### src/logic/mcsf_defines.svh
// Purpose: Constants of the motor controller status flag bank.
// Assumes: Variables are 16 bits wide and addressed by a small index.
// Notes: Offsets are variable indices on the command link.
`ifndef MCSF_DEFINES_SVH
`define MCSF_DEFINES_SVH
`define MCSF_OFF_LIVE_ERR    8'h00
`define MCSF_OFF_STICKY_ERR  8'h01
`define MCSF_OFF_STICKY_SER  8'h02
`define MCSF_OFF_LIMIT       8'h03
`define MCSF_ERR_USED_MASK   16'h03ff
`define MCSF_SER_USED_MASK   16'h003e
`define MCSF_LIM_USED_MASK   16'h03ff
`define MCSF_ERR_SAFE_START  0
`define MCSF_ERR_SERIAL      2
`define MCSF_SER_FORMAT      4
`define MCSF_LIM_BLOCKED     0
`define MCSF_LIM_TEMP        1
`define MCSF_LIM_MAX_SPEED   2
`define MCSF_LIM_START_SPEED 3
`define MCSF_LIM_RAMP_LAG    4
`define MCSF_LIM_KILL_LSB    5
`define MCSF_LIM_USB_KILL    9
`define MCSF_RESET_WORD      16'h0000
`define MCSF_SPEED_ZERO      16'h0000
`define MCSF_MEM_DEPTH       4
`endif

### src/logic/mcsf_pkg.sv
// Purpose: Types shared by the status flag bank.
// Assumes: Nothing beyond the defines header.
// Notes: Holds types only.
package mcsf_pkg;
  typedef logic [15:0] mcsf_word_type;
  typedef enum logic [1:0] {MCSF_IDLE, MCSF_LOW, MCSF_HIGH} mcsf_tx_state_type;
endpackage

### src/logic/mcsf_rd_if.sv
// Purpose: Read port between the bank and its snapshot store.
// Assumes: One clock.
// Notes: Read data are registered in the store.
`timescale 1ns/1ps
`default_nettype none
interface mcsf_rd_if;
  logic        wr_en;
  logic [1:0]  wr_idx;
  logic [15:0] wr_data;
  logic [1:0]  rd_idx;
  logic [15:0] rd_data;
  modport bank  (output wr_en, output wr_idx, output wr_data, output rd_idx, input rd_data);
  modport store (input wr_en, input wr_idx, input wr_data, input rd_idx, output rd_data);
endinterface
`default_nettype wire

### src/logic/mcsf_bank.sv
// Purpose: Status flag variables of a motor controller and its stop command.
// Assumes: Parsed command strobes arrive synchronous to clock.
// Notes: Each variable goes out as two bytes, low byte first.
//        A request made while a word is pending or in flight is dropped without notice.
// Summary of operation
// - Stop command forces target speed to zero and arms safe-start if enabled.
// - Stopping keeps deceleration limits; restart waits for safe-start conditions.
// - Requested variables are sent as 16 bits, two bytes, low byte first.
// - Live error word: bits 0..9 are the current stopping errors, upper reserved.
// - Motor is driven only while the live error word is zero.
// - Sticky error log mirrors the live layout and holds every error seen.
// - Reading the sticky error log returns it, then clears every bit but the errors present in the read cycle.
// - Serial error log latches bits 1..5 and clears when read, keeping only pulses of the read cycle.
// - Limit status word reflects live restricting conditions, not history.
// - Limit bits: blocked, temperature, max, start, ramp, four kills, USB kill.
`timescale 1ns/1ps
`default_nettype none
`include "mcsf_defines.svh"
module mcsf_bank
  import mcsf_pkg::*;
(
  // Clock and reset.
  input  wire logic        clock,
  input  wire logic        rst_n,
  // Commands from the command parser.
  input  wire logic        stop_cmd,
  input  wire logic        go_cmd,
  input  wire logic        speed_cmd,
  input  wire logic [15:0] speed_value,
  input  wire logic        safe_start_enable,
  input  wire logic        safe_start_cond_met,
  input  wire logic [15:0] decel_step,
  // Variable read request and byte answer.
  input  wire logic        get_var,
  input  wire logic [7:0]  get_var_id,
  input  wire logic        tx_ready,
  output logic             tx_valid,
  output logic [7:0]       tx_byte,
  output logic             var_unknown,
  // Error and serial error sources, live levels and pulses.
  input  wire logic [9:0]  error_sources,
  input  wire logic [5:1]  serial_error_pulse,
  // Limiting causes, live levels.
  input  wire logic        temp_reducing,
  input  wire logic        max_speed_clamp,
  input  wire logic        start_speed_clamp,
  input  wire logic [3:0]  channel_kill,
  input  wire logic        usb_kill,
  // Motor drive.
  output logic             motor_enable,
  output logic [15:0]      target_speed,
  output logic [15:0]      motor_speed
);
  mcsf_word_type     live_err_q;
  mcsf_word_type     sticky_err_q;
  mcsf_word_type     sticky_ser_q;
  mcsf_word_type     limit_q;
  mcsf_word_type     err_now;
  mcsf_word_type     ser_now;
  logic              safe_viol_q;
  logic              tx_valid_q;
  logic [7:0]        tx_byte_q;
  logic              var_unknown_q;
  logic              motor_enable_q;
  logic [15:0]       target_q;
  logic [15:0]       speed_q;
  logic [7:0]        high_byte_q;
  mcsf_tx_state_type tx_state_q;
  logic              read_sticky_err;
  logic              read_sticky_ser;
  logic              id_known;
  mcsf_word_type     sel_word;
  logic              pend_q;
  logic [1:0]        pend_idx_q;
  logic              take_req;
  mcsf_word_type     limit_now;
  mcsf_rd_if         snap ();

  mcsf_snap_mem #(
    .DEPTH (`MCSF_MEM_DEPTH)
  ) u_snap (
    .clock (clock),
    .rst_n (rst_n),
    .port  (snap)
  );

  // Safe-start violation is armed by stop and cleared by go.
  always_ff @(posedge clock or negedge rst_n)
  begin
    if (!rst_n)
      safe_viol_q <= 1'b1;
    else if (stop_cmd && safe_start_enable)
      safe_viol_q <= 1'b1;
    else if (!safe_start_enable)
      safe_viol_q <= 1'b0;
    else if (go_cmd && safe_start_cond_met)
      safe_viol_q <= 1'b0;
  end

  always_comb
  begin
    err_now = {6'h00, error_sources};
    err_now[`MCSF_ERR_SAFE_START] = safe_viol_q;
    err_now[`MCSF_ERR_SERIAL] = error_sources[`MCSF_ERR_SERIAL] | (|serial_error_pulse);
    err_now = err_now & `MCSF_ERR_USED_MASK;
    ser_now = {10'h000, serial_error_pulse, 1'b0} & `MCSF_SER_USED_MASK;
  end

  always_ff @(posedge clock or negedge rst_n)
  begin
    if (!rst_n)
      live_err_q <= `MCSF_RESET_WORD;
    else
      live_err_q <= err_now;
  end

  // A read clears the log, but an error in the same cycle survives the clear.
  always_ff @(posedge clock or negedge rst_n)
  begin
    if (!rst_n)
      sticky_err_q <= `MCSF_RESET_WORD;
    else if (read_sticky_err)
      sticky_err_q <= err_now;
    else
      sticky_err_q <= sticky_err_q | err_now;
  end

  always_ff @(posedge clock or negedge rst_n)
  begin
    if (!rst_n)
      sticky_ser_q <= `MCSF_RESET_WORD;
    else if (read_sticky_ser)
      sticky_ser_q <= ser_now;
    else
      sticky_ser_q <= sticky_ser_q | ser_now;
  end

  // Limiting causes are live levels, so the word is rebuilt every cycle with no memory.
  always_comb
  begin
    limit_now                          = `MCSF_RESET_WORD;
    limit_now[`MCSF_LIM_BLOCKED]       = (err_now != 16'h0000);
    limit_now[`MCSF_LIM_TEMP]          = temp_reducing;
    limit_now[`MCSF_LIM_MAX_SPEED]     = max_speed_clamp;
    limit_now[`MCSF_LIM_START_SPEED]   = start_speed_clamp;
    limit_now[`MCSF_LIM_RAMP_LAG]      = (speed_q != target_q);
    limit_now[`MCSF_LIM_KILL_LSB +: 4] = channel_kill;
    limit_now[`MCSF_LIM_USB_KILL]      = usb_kill;
    limit_now                          = limit_now & `MCSF_LIM_USED_MASK;
  end

  always_ff @(posedge clock or negedge rst_n)
  begin
    if (!rst_n)
      limit_q <= `MCSF_RESET_WORD;
    else
      limit_q <= limit_now;
  end

  // Motor runs only from a clean error word.
  always_ff @(posedge clock or negedge rst_n)
  begin
    if (!rst_n)
      motor_enable_q <= 1'b0;
    else
      motor_enable_q <= (err_now == 16'h0000);
  end

  always_ff @(posedge clock or negedge rst_n)
  begin
    if (!rst_n)
      target_q <= `MCSF_SPEED_ZERO;
    else if (stop_cmd)
      target_q <= `MCSF_SPEED_ZERO;
    else if (speed_cmd)
      target_q <= speed_value;
  end

  // Speed follows target; a drop is limited to decel_step per cycle, zero means no limit.
  always_ff @(posedge clock or negedge rst_n)
  begin
    if (!rst_n)
      speed_q <= `MCSF_SPEED_ZERO;
    else if (!motor_enable_q && target_q != 16'h0000)
      speed_q <= speed_q;
    else if (speed_q > target_q && decel_step != 16'h0000 && (speed_q - target_q) > decel_step)
      speed_q <= speed_q - decel_step;
    else
      speed_q <= target_q;
  end

  // Variable selection and reporting.
  always_comb
  begin
    id_known = (get_var_id <= `MCSF_OFF_LIMIT);
    case (get_var_id)
      `MCSF_OFF_LIVE_ERR:   sel_word = live_err_q;
      `MCSF_OFF_STICKY_ERR: sel_word = sticky_err_q;
      `MCSF_OFF_STICKY_SER: sel_word = sticky_ser_q;
      `MCSF_OFF_LIMIT:      sel_word = limit_q;
      default:              sel_word = 16'h0000;
    endcase
  end

  // A request is taken only with nothing pending or in flight; a held or early request
  // would otherwise clear a log whose old value is never sent.
  assign take_req = get_var && (tx_state_q == MCSF_IDLE) && !pend_q;
  assign read_sticky_err = take_req && (get_var_id == `MCSF_OFF_STICKY_ERR);
  assign read_sticky_ser = take_req && (get_var_id == `MCSF_OFF_STICKY_SER);
  assign snap.wr_en = take_req && id_known;
  assign snap.wr_idx = get_var_id[1:0];
  assign snap.wr_data = sel_word;
  assign snap.rd_idx = pend_idx_q;

  always_ff @(posedge clock or negedge rst_n)
  begin
    if (!rst_n)
      var_unknown_q <= 1'b0;
    else
      var_unknown_q <= take_req && !id_known;
  end

  // Snapshot is written on accept; the pending cycle covers the store's registered read.
  always_ff @(posedge clock or negedge rst_n)
  begin
    if (!rst_n)
    begin
      pend_q     <= 1'b0;
      pend_idx_q <= 2'h0;
    end
    else
    begin
      pend_q <= take_req && id_known;
      if (take_req && id_known)
        pend_idx_q <= get_var_id[1:0];
    end
  end

  // Sequencer: pending, low byte, high byte, each byte step moved on by the sink's ready.
  always_ff @(posedge clock or negedge rst_n)
  begin
    if (!rst_n)
      tx_state_q <= MCSF_IDLE;
    else
    begin
      case (tx_state_q)
        MCSF_IDLE:
        begin
          if (pend_q)
            tx_state_q <= MCSF_LOW;
        end
        MCSF_LOW:
        begin
          if (tx_valid_q && tx_ready)
            tx_state_q <= MCSF_HIGH;
        end
        MCSF_HIGH:
        begin
          if (tx_ready)
            tx_state_q <= MCSF_IDLE;
        end
        default:
          tx_state_q <= MCSF_IDLE;
      endcase
    end
  end

  // Valid stands across both bytes so the sink sees one unbroken word.
  always_ff @(posedge clock or negedge rst_n)
  begin
    if (!rst_n)
      tx_valid_q <= 1'b0;
    else if (tx_state_q == MCSF_LOW && !tx_valid_q)
      tx_valid_q <= 1'b1;
    else if (tx_state_q == MCSF_HIGH && tx_ready)
      tx_valid_q <= 1'b0;
  end

  // The high byte is parked at load time, so a later store write cannot tear the word.
  always_ff @(posedge clock or negedge rst_n)
  begin
    if (!rst_n)
    begin
      tx_byte_q   <= 8'h00;
      high_byte_q <= 8'h00;
    end
    else if (tx_state_q == MCSF_LOW && !tx_valid_q)
    begin
      tx_byte_q   <= snap.rd_data[7:0];
      high_byte_q <= snap.rd_data[15:8];
    end
    else if (tx_state_q == MCSF_LOW && tx_ready)
      tx_byte_q <= high_byte_q;
  end

  assign tx_valid = tx_valid_q;
  assign tx_byte = tx_byte_q;
  assign var_unknown = var_unknown_q;
  assign motor_enable = motor_enable_q;
  assign target_speed = target_q;
  assign motor_speed = speed_q;
endmodule
`default_nettype wire

### src/logic/mcsf_snap_mem.sv
// Purpose: Small word store holding the last value reported per variable.
// Assumes: Synchronous write and registered read.
// Notes: Depth is a parameter.
`timescale 1ns/1ps
`default_nettype none
module mcsf_snap_mem
  import mcsf_pkg::*;
#(
  parameter int DEPTH = 4
)(
  // Clock and reset.
  input  wire logic clock,
  input  wire logic rst_n,
  // Access port.
  mcsf_rd_if.store  port
);
  mcsf_word_type mem_q [DEPTH];
  mcsf_word_type rd_q;

  always_ff @(posedge clock or negedge rst_n)
  begin
    if (!rst_n)
    begin
      for (int i = 0; i < DEPTH; i++)
        mem_q[i] <= 16'h0000;
    end
    else if (port.wr_en)
      mem_q[port.wr_idx] <= port.wr_data;
  end

  always_ff @(posedge clock or negedge rst_n)
  begin
    if (!rst_n)
      rd_q <= 16'h0000;
    else
      rd_q <= mem_q[port.rd_idx];
  end

  assign port.rd_data = rd_q;
endmodule
`default_nettype wire

### config.mk
export PLATFORM = sky130hd
export DESIGN_NAME = mcsf_bank
export DESIGN_NICKNAME = d
export VERILOG_FILES = /design/src/logic/mcsf_pkg.sv /design/src/logic/mcsf_rd_if.sv /design/src/logic/mcsf_bank.sv /design/src/logic/mcsf_snap_mem.sv
export VERILOG_INCLUDE_DIRS = /design/src /design/src/logic
export SDC_FILE = /design/constraint.sdc
export NUM_CORES = 1
export LEC_CHECK = 0
export BUFFER_PORTS_ARGS = -buffer_cell sky130_fd_sc_hd__buf_2
export CAP_MARGIN = 20
export CORE_MARGIN = 2
export CORE_UTILIZATION = 53
export DETAILED_ROUTE_END_ITERATION = 8
export GPL_TIMING_DRIVEN = 1
export PLACE_DENSITY = 0.8
export RECOVER_POWER = 100
export SLEW_MARGIN = 40
export SYNTH_ARGS = -nofsm -noshare
export SYNTH_HDL_FRONTEND = slang
export SYNTH_HIERARCHICAL = 1
export SYNTH_SLANG_ARGS = --single-unit
### constraint.sdc
create_clock -name clock -period 4.1 [get_ports clock]
set_input_delay 0.615 -clock clock [delete_from_list [all_inputs] [get_ports clock]]
set_output_delay 0.615 -clock clock [all_outputs]
set_load 0.03 [all_outputs]
# Word-level counts from Yosys, hierarchy flattened
# Cells that the tools add are included.
dict set report word_totals {
  register_bits 189
  in_bits 72
  wordCells 97
}
dict set report classes {
  add_sub_neg 2
  n_lt_le_gt_ge 6
  n_eq_ne 10
  mux 23
  bitwise_logic 5
  reduce_logical 31
}
# op count
set ops {}
lappend ops {{$mux 16} 8}
lappend ops {{$bwmux 64} 1}
lappend ops {{$pmux 16 s4} 1}
lappend ops {{$reduce_bool 16->1} 3}
lappend ops {{$bmux 16 s2} 1}
lappend ops {{$demux 16 s2} 1}
lappend ops {{$gt 16x16->1} 2}
lappend ops {{$sub 16x16->16} 2}
lappend ops {{$eq 8x2->1 const B} 2}
lappend ops {{$logic_and 1x1->1} 16}
lappend ops {{$logic_not 16->1} 1}
lappend ops {{$mux 8} 2}
lappend ops {{$ne 16x16->1} 1}
lappend ops {{$or 16x10->16} 1}
lappend ops {{$or 16x6->16} 1}
lappend ops {{$eq 8x1->1 const B} 1}
lappend ops {{$le 8x2->1 const B} 1}
lappend ops {{$logic_not 8->1} 1}
lappend ops {{$ge 3x3->1 const B} 2}
lappend ops {{$mux 2} 3}
lappend ops {{$ne 2x2->1 const B} 3}
lappend ops {{$not 2->3} 2}
lappend ops {{$pmux 2 s3} 1}
lappend ops {{$reduce_bool 2->1} 3}
lappend ops {{10 further kinds} 17}

# Depth between registers and ports, before layout
dict set report logic_depth {
  ltp_word 6
  depth_mapped 22
  mapped_depth_nobuf 20
}

# By module
# Netlist, hierarchy kept.
# module n_inst cells_per_inst area_per_inst_um2 seq_area_each_um2
set modules_own_cells {}
lappend modules_own_cells {mcsf_bank 1 603 5751.8 2303.5}
lappend modules_own_cells {mcsf_snap_mem 1 172 3193.1 2001.9}

# Worst setup path after synthesis
# Ideal clock, no wire load.
dict set report synth_timing {
  path_kind {flip-flop to flip-flop}
  start {register target_q[2] (netlist: target_speed[2])}
  end {register speed_q[10] (netlist: motor_speed[10])}
  setup_time_ns 0.083
  arrival_ns 4.146
  required_ns 4.017
  path_slack_ns -0.128
  path_stages_with_launch 21
  synth_period_minus_slack_ns 4.228
  cell_sequence {dfrtp_1 -> inv_1 -> ha_1 -> nor2b_1 -> o21ai_0 -> a21oi_1 -> o211ai_1 -> a21bo_2 -> a21oi_1 -> or4b_2 -> nand3_1 -> ha_1 -> and4_1 -> nand2_1 -> or2_2 -> a31oi_1 -> and2_1 -> buf_2 -> buf_2 -> a21oi_1 -> o21ai_0}
}
dict set report synth_via {
  elab_chain_cells 4
  elab_cells_between_ends 8
  classes_between {1 x add/sub; 2 x order compare; 1 x mux; 4 x reduce/logical}
}
# element line
set synth_rtl {}
lappend synth_rtl {{start, declared} mcsf_bank.sv:65} ;# logic [15:0] target_q;
lappend synth_rtl {{start signal, assigned} mcsf_bank.sv:172} ;# target_q <= `MCSF_SPEED_ZERO;
lappend synth_rtl {{start signal, assigned} mcsf_bank.sv:174} ;# target_q <= `MCSF_SPEED_ZERO;
lappend synth_rtl {{start signal, assigned} mcsf_bank.sv:176} ;# target_q <= speed_value;
lappend synth_rtl {{$sub 16x16->16 / $gt 16x16->1 (equally long branches)} mcsf_bank.sv:186} ;# else if (speed_q > target_q && decel_step != 16'h0000 && (speed_q - target_q) > decel_step)
lappend synth_rtl {{$gt 16x16->1 / $logic_and 1x1->1 (equally long branches)} mcsf_bank.sv:186}
lappend synth_rtl {{$logic_and 1x1->1} mcsf_bank.sv:186}
lappend synth_rtl {{$mux 16} mcsf_bank.sv:186}
lappend synth_rtl {{end signal, assigned} mcsf_bank.sv:185} ;# speed_q <= speed_q;
lappend synth_rtl {{end signal, assigned} mcsf_bank.sv:187} ;# speed_q <= speed_q - decel_step;
lappend synth_rtl {{end signal, assigned} mcsf_bank.sv:189} ;# speed_q <= target_q;
lappend synth_rtl {{end, declared} mcsf_bank.sv:66} ;# logic [15:0] speed_q;
# Several ways; a longest one is shown, not always the timed one.
# A chain may end at the register's enable or synchronous reset.

# Worst setup path after layout
dict set report layout_timing {
  start {register target_q[0] (netlist: target_speed[0])}
  end {register speed_q[1] (netlist: motor_speed[1])}
}
# The elaborated chain is that of the path after synthesis.

==> flow_metrics.env <==
export IMPL_yosysTopAreaCell="dfrtp_1"
export IMPL_start_util=0.541
export IMPL_die_h_um=134
export IMPL_path_buf_inv=2
export IMPL_cp_start_kind="register"
export IMPL_crit_required_ns=4.42
export IMPL_worstPathMaxFanout=7
export IMPL_rr_startpoint="target_speed[0]"
export IMPL_synth_xor_area_frac=0.0196
export IMPL_fp_row_count=47
export IMPL_syn_area_sq_mm=0.00894
export IMPL_fmax_ghz=0.245
export IMPL_finalCritPeriodShare=0.997
export IMPL_dp_hpwl_um=15600
export IMPL_rsz0062_at_grt="yes"
export IMPL_drt_met1_wl_um=9640
export IMPL_worst_pin_slew_ns=1.97
export IMPL_synth_fa_ha_area_frac=0.0702
export IMPL_ys_types=65
export IMPL_failed_checks="max-capacitance violations, max-slew violations"
export IMPL_ys_async_sr_fraction=1.00
export IMPL_clk_pin_slew_ns=0.07
export IMPL_yosys_area_share_simple=0.104
export IMPL_ant_nets=0
export IMPL_wl_um=21600
export IMPL_pwr_share_comb=0.517
export IMPL_crit_chain="ha_4, fa_2, nor2b_1, o21ai_2, a21oi_2, o211ai_1, a21bo_2, a21oi_2, buf_4, nand4b_1, nand3_2, ha_4, and4_4, nand2_4, or3_1, nand3_2, a31oi_4, and2_4, buf_12, a21oi_2, mux2_4"
export IMPL_place_congestion=0.939
export IMPL_grt_max_degree=83
export IMPL_cpMaxStageDelayCell="dfrtp_2"
export IMPL_synth_top_cells_by_count="dfrtp_1 (171), mux2_2 (80), nor2_1 (48)"
export IMPL_synth_top_family_by_area="multiplexers"
export IMPL_grt_use_total=0.247
export IMPL_crit_start="target_speed[0]"
export IMPL_grt_pass1_wl_um=34600
export IMPL_status="complete, but fails checks"
export IMPL_avgSynthCellArea_sq_um=11.5
export IMPL_port_buffers=113
export IMPL_cp_top_family="simple AND/OR/NAND/NOR gates"
export IMPL_vdd_drop_max_mv=0.400
export IMPL_yosysMostFrequentCell="dfrtp_1"
export IMPL_clock_sinks=172
export IMPL_power_density_mw_per_mm2=678
export IMPL_synthMuxAreaShare=0.182
export IMPL_finalSetupViolCount=0
export IMPL_period_needed_ns=4.09
export IMPL_seq_area_frac_synth=0.481
export IMPL_yosys_area_top_type_share=0.478
export IMPL_critPathKind="reg2reg"
export IMPL_layout_drive_gt1_share=0.304
export IMPL_synth_cells=775
export IMPL_drt_initial_drc_count=348
export IMPL_hold_path_startpoint="channel_kill[3]"
export IMPL_setup_ws_ns=0.0109
export IMPL_drc_errors=0
export IMPL_fin_skew_ns=0.00740
export IMPL_cts_buffer_depth=2
export IMPL_hold_viol=0
export IMPL_drt_pass1_iterations=4
export IMPL_whs_ns=0.280
export IMPL_cts_root_buf="clkbuf_16"
export IMPL_crit_arrival_ns=4.41
export IMPL_p_sw_frac=0.407
export IMPL_drv_cap=3
export IMPL_crit_top_cell="a21oi_2"
export IMPL_die_area_sq_mm=0.0179
export IMPL_antenna_found_initial=0
export IMPL_hold_class="in2reg"
export IMPL_cts_max_level=4
export IMPL_placed_area_sq_mm=0.0102
export IMPL_grt_ovfl_total=0
export IMPL_place_ws_ns=-0.173
export IMPL_routed_via_density=5.69
export IMPL_dieWidth_um=134
export IMPL_vias=6787
export IMPL_synth_flop_cell="dfrtp_1"
export IMPL_slew_violations=153
export IMPL_route_top_layer_used="met4"
export IMPL_synth_edf_count=0
export IMPL_ys_seq_elements=172
export IMPL_wl_met3_um=1080
export IMPL_finalInstanceArea_sq_mm=0.0109
export IMPL_clock_latency_ns=0.44
export IMPL_cts_buffers_inserted=17
export IMPL_yosys_warnings=6
export IMPL_crit_path_end_kind="register"
export IMPL_dr_wl_met2_um=10300
export IMPL_leakagePower_nw=5.22
export IMPL_insertedDiodeCount=0
export IMPL_cpPeakStageDelay_ns=0.42
export IMPL_io_pins=115
export IMPL_wl_per_cell_um=18.1
export IMPL_num_nets_final=1081
export IMPL_fin_util=0.659
export IMPL_synth_compound_area_frac=0.109
export IMPL_pwr_share_seq=0.271
export IMPL_power_switching_mw=3.00
export IMPL_netlist_top_cells_area="dfrtp_1 (48%), mux2_2 (10%), ha_1 (6.6%)"
export IMPL_grt_pass1_vias=6952
export IMPL_tritoncts="yes"
export IMPL_p_int_mw=4.38
export IMPL_slew_limit_headroom=-0.316
export IMPL_clkPwrFrac=0.213
export IMPL_areaGrowthSynthToFinish_pct=21.7
export IMPL_core_sq_mm=0.0165
[worst paths after layout]
check	to	slack, ns	depth (start not counted)
worst max-delay path	motor_speed[1]	0.01	21
worst min-delay path	limit_q[8]	0.28	1
worst max register to register	motor_speed[1]	0.01	21
worst min register to register	live_err_q[0]	0.47	0
max in group asynchronous	motor_speed[0]	0.81	2
min in group asynchronous	tx_byte[4]	0.72	1
[sequential cells by signal, indices dropped and copies added (netlist names), 8 cells and up]
name / cells
u_snap/mem_q: 64
motor_speed: 16
target_speed: 16
u_snap/port.rd_data: 16
limit_q: 10
live_err_q: 10
sticky_err_q: 10
high_byte_q: 8
tx_byte: 8
[through the flow]
stage	cells	TNS, ns	power, mW
2_1_floorplan	798	0	4.21
3_3_place_gp	1155	-0.743	5.23
3_5_place_dp	1155	-1.29	5.33
4_1_cts	1188	0	7.07
5_1_grt	1193	-1.11	7.81
6_report	1193	0	7.38
[metal layers]
layer  track usage  up-vias
li1              -     3169
met1         0.340     3350
met2         0.396      221
met3        0.0431       47
met4        0.0904        0
met5             0        -
[placed cells by master (no fill, tap or decap), types with 6 or more instances in the layout]
cell type / count
mux4_2: 21
inv_1: 42
or3_1: 8
a21oi_1: 34
clkbuf_16: 17
conb_1: 24
mux2_2: 79
nor3_1: 10
buf_4: 48
clkbuf_1: 54
nand2_1: 45
nor2_1: 46
ha_1: 44
and3_1: 7
o21ai_0: 30
mux2i_1: 25
xnor2_1: 13
dfrtp_1: 167
nor2b_1: 7
a21o_1: 26
nand2b_1: 9
nand4_1: 6
nor4_1: 14
xor2_1: 7
buf_2: 63
[cells by family after synthesis]
group,count (synthesis)
simple gates,182
flops,172
compound gates,153
mux,126
buf+inv,72
fa+ha+maj,49
xor+xnor,20
other cells,1
[repair_timing]
| item | in CTS | in global routing |
|---|---|---|
| pin swaps | 7 | 35 |
| hold buffers | 0 | 0 |
| gates resized for setup | 20 | 31 |
| gates cloned | 1 | 0 |
| buffers inserted | 0 | 6 |
| setup endpoints to repair | 16 | 16 |
[final cells by class]
class                   instances  area, sq um
clock buffers                  18          439
clock inverters                14          143
fillers                      1224         5640
inverters                      45          169
multi-input cells             554         4610
flip-flops and latches        172         4310
well taps                     220          275
repair buffers                170          937
[power by group through the flow]
| stage | sequential [mW] | combinational (mW) | clock (mW) |
|---|---|---|---|
| after floorplan | 2.19 | 2.03 | 0 |
| after global placement | 2.02 | 3.21 | 0 |
| after detailed placement | 2.02 | 3.30 | 0 |
| after CTS | 1.99 | 3.50 | 1.58 |
| after global routing | 2.02 | 4.13 | 1.67 |
| final | 2.00 | 3.81 | 1.57 |
[worst reg2reg max path: cells and delay by family (launching register included)]
family                     cells  cell delay [ns]
AOI/OAI and AO/OA              7             1.07
DFF                            1             0.42
and+or+nand+nor                8             1.16
buffers and inverters          2             0.27
adders and majority gates      3             0.79
muxes                          1             0.25
(Power assumes the default switching activity.)
